===== src/design/rgb_drive_map.svh =====
// Register offsets, field positions, reset values and table layout
`ifndef RGB_DRIVE_MAP_SVH
`define RGB_DRIVE_MAP_SVH
`define CTRL_OFS        8'h00
`define CUR_R_OFS       8'h01
`define CUR_G_OFS       8'h02
`define CUR_B_OFS       8'h03
`define BRIGHT_OFS      8'h05
`define GAIN_R_OFS      8'h0A
`define GAIN_G_OFS      8'h0B
`define GAIN_B_OFS      8'h0C
`define ADC_LO_OFS      8'h0D
`define ADC_HI_OFS      8'h0E
`define COMP_SEL_BIT    0
`define BRC_OFF_BIT     1
`define AUTO_BIT        3
`define SEQ_LO_BIT      6
`define SEQ_HI_BIT      7
`define CTRL_RST        8'h00
`define CUR_RST         8'h00
`define BRIGHT_RST      8'h07
`define GAIN_RST        8'h80
`define GAIN_SHIFT      7
`define NVM_PTS         6'd11
`define NVM_CUR_BASE    6'd33
`define NVM_CAL         6'd36
`define NVM_HEAT        6'd37
`define NVM_WORDS       38
`define LAST_IDX        4'hA
`define FRAC_BITS       4
`define PWM_BITS        12
`define PWM_MAX         12'hFFF
`define LEVEL_MAX       3'h7
`define FADE_STEP_CYC   4096
`endif


===== src/design/rgb_drive_pkg.sv =====
// Types for the RGB mode and compensation block
package rgb_drive_pkg;
	typedef enum logic [1:0] {
		MODE_MANUAL   = 2'b00,
		MODE_AUTO_OVL = 2'b01,
		MODE_AUTO_SEQ = 2'b10
	} op_mode_e;
	typedef enum logic {
		SEQ_IDLE = 1'b0,
		SEQ_RUN  = 1'b1
	} seq_state_e;
	typedef struct packed {
		logic [7:0]        ctrl;
		logic [2:0][7:0]   cur_ctl;
		logic [7:0]        bright;
		logic [2:0][7:0]   gain;
		logic [11:0]       adc_res;
		logic [7:0]        rdata;
		op_mode_e          mode;
		seq_state_e        seq;
		logic [1:0]        seq_col;
		logic [2:0]        seq_left;
		logic [11:0]       cnt;
		logic [2:0][11:0]  duty;
		logic [2:0]        level;
		logic [15:0]       fade_cnt;
		logic [2:0]        gate_prev;
		logic [2:0]        led_on;
		logic [2:0][7:0]   led_cur;
	} state_s;
endpackage


===== src/design/rgb_drive.sv =====
// RGB drive mode control, temperature compensation and PWM generation
//
// Contract
// - Auto flag is control bit 3; sequence count is control bits 6-7.
// - Flag 0 manual; flag 1 with 00 overlap; nonzero field sequential; control bit 1 clear (stand-alone) forces overlap.
// - Manual mode: no internal PWM, DC current from current registers.
// - Manual mode: each output gated by its own external gate input.
// - Manual mode: no brightness, compensation, fading or sequencing.
// - Auto mode: 12-bit duty from table chosen by sensor reading.
// - Table points every 16 degrees; values between are interpolated.
// - Two sensor inputs; reading mapped to table address via calibration.
// - Select bit picks compensation input; its result is readable.
// - Auto mode current codes are 8-bit, loaded from table memory.
// - Brightness register 05H holds 3-bit log code for all colours.
// - Fading ramps brightness changes keeping colour proportions.
// - Gain registers 0AH-0CH scale each colour's duty from 0 to 2.
// - Reading corrected by self-heating offset scaled by red duty.
// - Sequential mode: gate pulses trigger a new sequence.
// - Stand-alone: brightness only from the pseudo-PWM level input.
`timescale 1ns/1ps
`include "rgb_drive_map.svh"
module rgb_drive
	import rgb_drive_pkg::*;
#(
	parameter int FADE_STEP_CYCLES = `FADE_STEP_CYC
) (
	input  wire logic        clock,
	input  wire logic        reset,
	input  wire logic [7:0]  reg_addr,
	input  wire logic [7:0]  reg_wdata,
	input  wire logic        reg_write,
	input  wire logic        reg_read,
	output logic      [7:0]  reg_rdata,
	input  wire logic        ext_gate_red,
	input  wire logic        ext_gate_green,
	input  wire logic        ext_gate_blue,
	input  wire logic [11:0] sensor_input_one,
	input  wire logic [11:0] sensor_input_two,
	input  wire logic [2:0]  pseudo_pwm_level_input,
	input  wire logic        nvm_write,
	input  wire logic [5:0]  nvm_index,
	input  wire logic [11:0] nvm_data,
	output logic             led_on_red,
	output logic             led_on_green,
	output logic             led_on_blue,
	output logic      [7:0]  led_current_red,
	output logic      [7:0]  led_current_green,
	output logic      [7:0]  led_current_blue
);
	localparam logic [15:0] FADE_LAST = 16'(FADE_STEP_CYCLES - 1);

	state_s      st_reg;
	state_s      st_next;
	logic [11:0] nvm_mem [`NVM_WORDS];
	logic [2:0]  gates;

	assign gates = {ext_gate_blue, ext_gate_green, ext_gate_red};

	function automatic op_mode_e decode_mode(input logic [7:0] c);
		if (!c[`AUTO_BIT])
			return MODE_MANUAL;
		else if (c[`SEQ_HI_BIT:`SEQ_LO_BIT] == 2'b00)
			return MODE_AUTO_OVL;
		else
			return MODE_AUTO_SEQ;
	endfunction

	function automatic logic [11:0] interp(input logic [11:0] a,
		input logic [11:0] b, input logic [3:0] f);
		logic signed [17:0] d;
		logic signed [17:0] sum;
		d = $signed({6'h00, b}) - $signed({6'h00, a});
		d = d * $signed({14'h0000, f});
		sum = $signed({6'h00, a}) + (d >>> `FRAC_BITS);
		return sum[11:0];
	endfunction

	function automatic logic [11:0] apply_gain(input logic [11:0] v,
		input logic [7:0] g);
		logic [19:0] p;
		p = {8'h00, v} * {12'h000, g};
		p = p >> `GAIN_SHIFT;
		return (p[19:12] != 8'h00) ? `PWM_MAX : p[11:0];
	endfunction

	// Table programming port
	always_ff @(posedge clock) begin
		if (nvm_write && (nvm_index < 6'(`NVM_WORDS)))
			nvm_mem[nvm_index] <= nvm_data;
	end

	always_comb begin
		logic        standalone;
		logic [11:0] adc_sel;
		logic [12:0] cal;
		logic [23:0] heat;
		logic [12:0] corr;
		logic [3:0]  i0;
		logic [3:0]  i1;
		logic [3:0]  frac;
		logic [2:0]  target;
		logic [11:0] tval;
		logic [2:0]  seq_len;
		logic        trig;
		logic        wrap;
		op_mode_e    md;
		standalone = 1'b0;
		adc_sel = 12'h000;
		cal = 13'h0000;
		heat = 24'h000000;
		corr = 13'h0000;
		i0 = 4'h0;
		i1 = 4'h0;
		frac = 4'h0;
		target = 3'h0;
		tval = 12'h000;
		seq_len = 3'h0;
		trig = 1'b0;
		wrap = 1'b0;
		md = MODE_MANUAL;
		st_next = st_reg;

		// Register writes
		if (reg_write) begin
			case (reg_addr)
			`CTRL_OFS:   st_next.ctrl = reg_wdata;
			`CUR_R_OFS:  st_next.cur_ctl[0] = reg_wdata;
			`CUR_G_OFS:  st_next.cur_ctl[1] = reg_wdata;
			`CUR_B_OFS:  st_next.cur_ctl[2] = reg_wdata;
			`BRIGHT_OFS: st_next.bright = {5'h00, reg_wdata[2:0]};
			`GAIN_R_OFS: st_next.gain[0] = reg_wdata;
			`GAIN_G_OFS: st_next.gain[1] = reg_wdata;
			`GAIN_B_OFS: st_next.gain[2] = reg_wdata;
			default:     st_next.ctrl = st_reg.ctrl;
			endcase
		end

		// Register reads
		if (reg_read) begin
			case (reg_addr)
			`CTRL_OFS:   st_next.rdata = st_reg.ctrl;
			`CUR_R_OFS:  st_next.rdata = st_reg.cur_ctl[0];
			`CUR_G_OFS:  st_next.rdata = st_reg.cur_ctl[1];
			`CUR_B_OFS:  st_next.rdata = st_reg.cur_ctl[2];
			`BRIGHT_OFS: st_next.rdata = st_reg.bright;
			`GAIN_R_OFS: st_next.rdata = st_reg.gain[0];
			`GAIN_G_OFS: st_next.rdata = st_reg.gain[1];
			`GAIN_B_OFS: st_next.rdata = st_reg.gain[2];
			`ADC_LO_OFS: st_next.rdata = st_reg.adc_res[7:0];
			`ADC_HI_OFS: st_next.rdata = {4'h0, st_reg.adc_res[11:8]};
			default:     st_next.rdata = 8'h00;
			endcase
		end

		// Mode decode; stand-alone forces overlapping automatic drive
		standalone = !st_reg.ctrl[`BRC_OFF_BIT];
		md = standalone ? MODE_AUTO_OVL : decode_mode(st_reg.ctrl);
		st_next.mode = md;

		// Compensation input select and readback
		adc_sel = st_reg.ctrl[`COMP_SEL_BIT] ? sensor_input_two
			: sensor_input_one;
		st_next.adc_res = adc_sel;

		// Calibrated reading, less self-heating scaled by red duty
		cal = {1'b0, adc_sel} - {1'b0, nvm_mem[`NVM_CAL]};
		if (cal[12])
			cal = 13'h0000;
		heat = {12'h000, nvm_mem[`NVM_HEAT]} * {12'h000, st_reg.duty[0]};
		corr = cal - {1'b0, heat[23:12]};
		if (corr[12])
			corr = 13'h0000;

		// Table address and interpolation fraction
		if (corr[11:4] >= {4'h0, `LAST_IDX}) begin
			i0 = `LAST_IDX;
			i1 = `LAST_IDX;
			frac = 4'h0;
		end else begin
			i0 = corr[7:4];
			i1 = corr[7:4] + 4'h1;
			frac = corr[3:0];
		end

		// Fade the applied level one step at a time; manual mode takes the target at once
		target = standalone ? pseudo_pwm_level_input
			: st_reg.bright[2:0];
		st_next.fade_cnt = (st_reg.fade_cnt == FADE_LAST) ? 16'h0000
			: st_reg.fade_cnt + 16'h0001;
		if (md == MODE_MANUAL) begin
			st_next.level = target;
		end else if (st_reg.fade_cnt == FADE_LAST) begin
			if (st_reg.level < target)
				st_next.level = st_reg.level + 3'h1;
			else if (st_reg.level > target)
				st_next.level = st_reg.level - 3'h1;
		end

		// PWM period counter; duties latch at period end, held at zero in manual mode
		st_next.cnt = st_reg.cnt + 12'h001;
		wrap = (st_reg.cnt == `PWM_MAX);
		for (int c = 0; c < 3; c++) begin
			tval = interp(nvm_mem[6'(c) * `NVM_PTS + {2'b00, i0}],
				nvm_mem[6'(c) * `NVM_PTS + {2'b00, i1}], frac);
			tval = apply_gain(tval, st_reg.gain[c]);
			tval = tval >> (`LEVEL_MAX - st_reg.level);
			if (md == MODE_MANUAL)
				st_next.duty[c] = 12'h000;
			else if (wrap)
				st_next.duty[c] = tval;
		end

		// Sequencer, started by any gate rising edge
		seq_len = {1'b0, st_reg.ctrl[`SEQ_HI_BIT:`SEQ_LO_BIT]} + 3'h1;
		trig = |(gates & ~st_reg.gate_prev);
		st_next.gate_prev = gates;
		if (md != MODE_AUTO_SEQ) begin
			st_next.seq = SEQ_IDLE;
			st_next.seq_left = 3'h0;
			st_next.seq_col = 2'h0;
		end else if (trig) begin
			st_next.seq = SEQ_RUN;
			st_next.seq_left = seq_len;
			st_next.seq_col = 2'h0;
		end else if (wrap && st_reg.seq == SEQ_RUN) begin
			st_next.seq_col = (st_reg.seq_col == 2'h2) ? 2'h0
				: st_reg.seq_col + 2'h1;
			st_next.seq_left = st_reg.seq_left - 3'h1;
			if (st_reg.seq_left == 3'h1)
				st_next.seq = SEQ_IDLE;
		end

		// Output drive per mode
		for (int c = 0; c < 3; c++) begin
			case (md)
			MODE_MANUAL: begin
				st_next.led_on[c] = gates[c];
				st_next.led_cur[c] = st_reg.cur_ctl[c];
			end
			MODE_AUTO_OVL: begin
				st_next.led_on[c] = st_reg.cnt < st_reg.duty[c];
				st_next.led_cur[c] = nvm_mem[`NVM_CUR_BASE + 6'(c)][7:0];
			end
			MODE_AUTO_SEQ: begin
				st_next.led_on[c] = (st_reg.seq == SEQ_RUN)
					&& (st_reg.seq_col == 2'(c))
					&& (st_reg.cnt < st_reg.duty[c]);
				st_next.led_cur[c] = nvm_mem[`NVM_CUR_BASE + 6'(c)][7:0];
			end
			default: begin
				st_next.led_on[c] = 1'b0;
				st_next.led_cur[c] = 8'h00;
			end
			endcase
		end
	end

	always_ff @(posedge clock) begin
		if (reset) begin
			st_reg <= '0;
			st_reg.ctrl <= `CTRL_RST;
			st_reg.cur_ctl <= {3{`CUR_RST}};
			st_reg.bright <= `BRIGHT_RST;
			st_reg.gain <= {3{`GAIN_RST}};
			st_reg.mode <= MODE_AUTO_OVL; // Cleared control is stand-alone
			st_reg.seq <= SEQ_IDLE;
		end else begin
			st_reg <= st_next;
		end
	end

	assign reg_rdata = st_reg.rdata;
	assign led_on_red = st_reg.led_on[0];
	assign led_on_green = st_reg.led_on[1];
	assign led_on_blue = st_reg.led_on[2];
	assign led_current_red = st_reg.led_cur[0];
	assign led_current_green = st_reg.led_cur[1];
	assign led_current_blue = st_reg.led_cur[2];
endmodule


===== config.mk =====
export PLATFORM = sky130hd
export DESIGN_NAME = rgb_drive
export DESIGN_NICKNAME = d
export VERILOG_FILES = /design/src/design/rgb_drive_pkg.sv /design/src/design/rgb_drive.sv
export VERILOG_INCLUDE_DIRS = /design/src /design/src/design
export SDC_FILE = /design/constraint.sdc
export NUM_CORES = 2
export LEC_CHECK = 0
export BUFFER_PORTS_ARGS = -buffer_cell sky130_fd_sc_hd__buf_2
export CAP_MARGIN = 20
export CORE_ASPECT_RATIO = 1.2
export CORE_UTILIZATION = 30
export CTS_CLUSTER_DIAMETER = 120
export DETAILED_ROUTE_END_ITERATION = 10
export PLACE_DENSITY_LB_ADDON = 0.3
export SLEW_MARGIN = 25
export SYNTH_ARGS = -nofsm -noshare
export SYNTH_HDL_FRONTEND = slang
export SYNTH_SLANG_ARGS = --single-unit

===== constraint.sdc =====
create_clock -name clock -period 32.4 [get_ports clock]
set_clock_uncertainty 0.15 [all_clocks]
set_input_delay 6.48 -clock clock [delete_from_list [all_inputs] [get_ports clock]]
set_output_delay 6.48 -clock clock [all_outputs]
set_load 0.005 [all_outputs]

==> flow_metrics.env <==
export IMPL_status="complete, no violations"
export IMPL_clock_sinks=662
export IMPL_drt_iter0_drc=4749
export IMPL_cp_required_ns=32.87
export IMPL_critical_path_peak_fanout=30
export IMPL_cts_setup_buffers=0
export IMPL_boundaryPins=104
export IMPL_hold_viol_final=0
export IMPL_synth_seq_area_share_pct=28.6
export IMPL_netlist_instances=6229
export IMPL_timing_slew_headroom_pct=23.7
export IMPL_fin_area_mm2=0.0692
export IMPL_core_area_mm2=0.209
export IMPL_rsz0062_at_grt="false"
export IMPL_synth_compound_area_share_pct=9.24
export IMPL_rrSetupSlack_ns=6.28
export IMPL_die_area_mm2=0.212
export IMPL_min_period_over_period_pct=89.4
export IMPL_fmax_mhz=34.5
export IMPL_via_per_inst=5.42
export IMPL_grt_pass1_wl_um=327000
export IMPL_cpPeakStageDelay_ns=0.84
export IMPL_first_pass_iters=6
export IMPL_p_leak_nw=29.5
export IMPL_synthArstFlopShare_pct=0
export IMPL_cts_buffers=79
export IMPL_startpoint_type="primary input"
export IMPL_cp_end_kind="register"
export IMPL_core_rowCount=184
export IMPL_swShare_pct=47.1
export IMPL_cts_root_buf="clkbuf_16"
export IMPL_switchingPower_w=0.00226
export IMPL_antenna_left=0
export IMPL_syn_to_final_growth_pct=9.82
export IMPL_pwr_share_seq_pct=19.3
export IMPL_setup_tns_ns=0
export IMPL_die_width_um=421
export IMPL_overflow=0
export IMPL_hp_class="register to register"
export IMPL_synth_simple_area_share_pct=14.0
export IMPL_initial_core_util_pct=30.2
export IMPL_cts_hold_buf=0
export IMPL_wl_per_cell_um=24.4
export IMPL_cts_tree="built"
export IMPL_reg2regPathDepth=92
export IMPL_worstReg2RegEnd="st_reg[76]"
export IMPL_timing_rr_start="nvm_mem[37][2]"
export IMPL_cts_buffer_depth=3
export IMPL_synth_mux_area_share_pct=19.8
export IMPL_avgSynthCellArea_um2=10.1
export IMPL_post_cts_resized=0
export IMPL_ys_warnings_count=0
export IMPL_pwr_share_clk_pct=19.3
export IMPL_synth_xor_area_share_pct=2.62
export IMPL_cap_violations=0
export IMPL_synth_top_family_by_area="multiplexers"
export IMPL_chipHeight_um=504
export IMPL_dp_hpwl_um=160000
export IMPL_portBuffers=103
export IMPL_period_minus_slack_ns=28.96
export IMPL_antenna_found_initial=18
export IMPL_synthAdderAreaFrac_pct=19.1
export IMPL_critical_path_slowest_cell="inv_2"
export IMPL_grt_max_degree=122
export IMPL_syn_area_mm2=0.0631
export IMPL_yosys_cell_types_count=102
export IMPL_synth_edff_count=480
export IMPL_insertion_delay_ns=0.74
export IMPL_drive_above_1_share_pct=12.7
export IMPL_grt_use_total_pct=20.6
export IMPL_path_clk_slew_ns=0.06
export IMPL_setup_viol_count_final=0
export IMPL_synth_flop_cell="edfxtp_1"
export IMPL_wl_um=220000
export IMPL_drc=0
export IMPL_power_frac_comb_pct=61.3
export IMPL_post_dp_cell_area_mm2=0.0665
export IMPL_tightest_slew_ns=1.14
export IMPL_power_density_mw_per_mm2=69.1
export IMPL_internal_power_w=0.00253
export IMPL_irDropWorstVdd_v=0.0000613
export IMPL_crit_type="primary input to register"
export IMPL_arrival_ns=29.43
export IMPL_gp_congestion=0.936
export IMPL_startpoint="sensor_input_two[0]"
export IMPL_slew_viol_final=0
export IMPL_crit_path_end="st_reg[76]"
export IMPL_ys_seq_elements=662
export IMPL_first_global_vias=49400
export IMPL_nNetsFinal=7013
export IMPL_vias=49100
export IMPL_largest_register_ff_count=480
export IMPL_htreeDepth=3
## worst min path at each step
| stage | start | to | depth (start not counted) |
|---|---|---|---|
| after detailed placement | st_reg[81] | st_reg[81] | 2 |
| final | st_reg[30] | st_reg[30] | 1 |
| after global routing | st_reg[30] | st_reg[30] | 1 |
| after CTS | st_reg[81] | st_reg[81] | 2 |
| after floorplan | st_reg[30] | st_reg[30] | 1 |
| after global placement | st_reg[30] | st_reg[30] | 1 |
## cell usage in the layout, fill, tap and decap left out, types with 22 or more instances in the layout
cell type,n
fa_1,354
o21a_1,27
and2_1,209
a211oi_1,48
buf_2,101
or2_2,36
mux2_2,23
dfxtp_1,180
inv_1,639
xor2_1,56
a21oi_1,202
nor2b_1,77
buf_4,127
a21o_1,78
nand3_1,219
o21ai_0,138
nand2b_1,41
conb_1,24
a22oi_1,48
clkbuf_16,80
a311oi_1,26
o211ai_1,22
xnor2_1,115
a31oi_1,52
nor3_1,53
nand2_1,715
mux4_2,320
o22ai_1,22
nor2_1,420
edfxtp_1,480
ha_1,392
and3_1,54
mux2i_1,499
## through the flow
step / instances / hold slack (ns) / util, % / worst slack, ns / total power, W
floorplan: 6252 / 0.276 / - / 5.08 / 0.00288
global placement: 8900 / 0.291 / 31.8 / 3.27 / 0.00381
detailed placement: 8901 / 0.300 / 31.8 / 2.67 / 0.00383
CTS: 9045 / 0.308 / 33.1 / 3.44 / 0.00476
global route: 9047 / 0.333 / 33.1 / 1.71 / 0.00503
finish: 9050 / 0.311 / 33.1 / 3.44 / 0.00479
## worst max-delay path: cells and delay by family
family | cells | cell delay, ns
multiplexers | 3 | 0.83
AND/OR/NAND/NOR | 16 | 2.56
buffers and inverters | 15 | 2.85
XOR/XNOR | 5 | 0.92
adder cells (fa/ha/maj) | 17 | 6.55
AO/OA/AOI/OAI | 36 | 9.12
## per-layer routing
metal  vias to the layer above  track usage (%)  part of all wire [%]
li1                      21900                -                     -
met1                     24700             25.5                    40
met2                      1951             34.0                    47
met3                       497             3.49                   6.9
met4                        18             11.4                   6.1
met5                         -                0                 0.051
## cells in the mapped netlist (67+ instances only)
cell type | instances | share of area, %
clkbuf_1 | 217 | 1.3
mux2i_1 | 499 | 7.9
mux4_2 | 320 | 11
a21o_1 | 78 | 0.93
buf_2 | 67 | 0.53
ha_1 | 397 | 7.9
edfxtp_1 | 480 | 23
a21oi_1 | 204 | 1.6
nor2b_1 | 78 | 0.77
inv_1 | 639 | 3.8
fa_1 | 354 | 11
xnor2_1 | 118 | 1.6
nor2_1 | 423 | 2.5
and2_1 | 208 | 2.1
nand2_1 | 717 | 4.3
nand3_1 | 219 | 1.7
dfxtp_1 | 182 | 5.8
o21ai_0 | 140 | 1.1
## layout make-up
class / count / area [um2]
Clock inverter: 45 / 534
Sequential cell: 662 / 18100
Clock buffer: 99 / 2130
Inverter: 650 / 2450
Tap cell: 2790 / 3490
Timing Repair Buffer: 233 / 1540
Fill cell: 21300 / 140000
Multi-Input combinational cell: 4567 / 41000
Antenna cell: 4 / 10.0
## cells by family after synthesis
family / Yosys count
AO/OA/AOI/OAI: 863
XOR/XNOR: 180
AND/OR/NAND/NOR: 1907
other: 1
multiplexers: 842
flip-flops: 662
buffers and inverters: 1023
adder cells (fa/ha/maj): 751
## power by group through the flow
stage / clock network, W / registers (W) / logic, W
4_1_cts: 0.000940 / 0.000925 / 0.00290
3_3_place_gp: 0 / 0.000942 / 0.00286
6_report: 0.000926 / 0.000925 / 0.00294
2_1_floorplan: 0 / 0.000940 / 0.00194
5_1_grt: 0.000970 / 0.000926 / 0.00314
3_5_place_dp: 0 / 0.000943 / 0.00289
(Power assumes the default switching activity.)
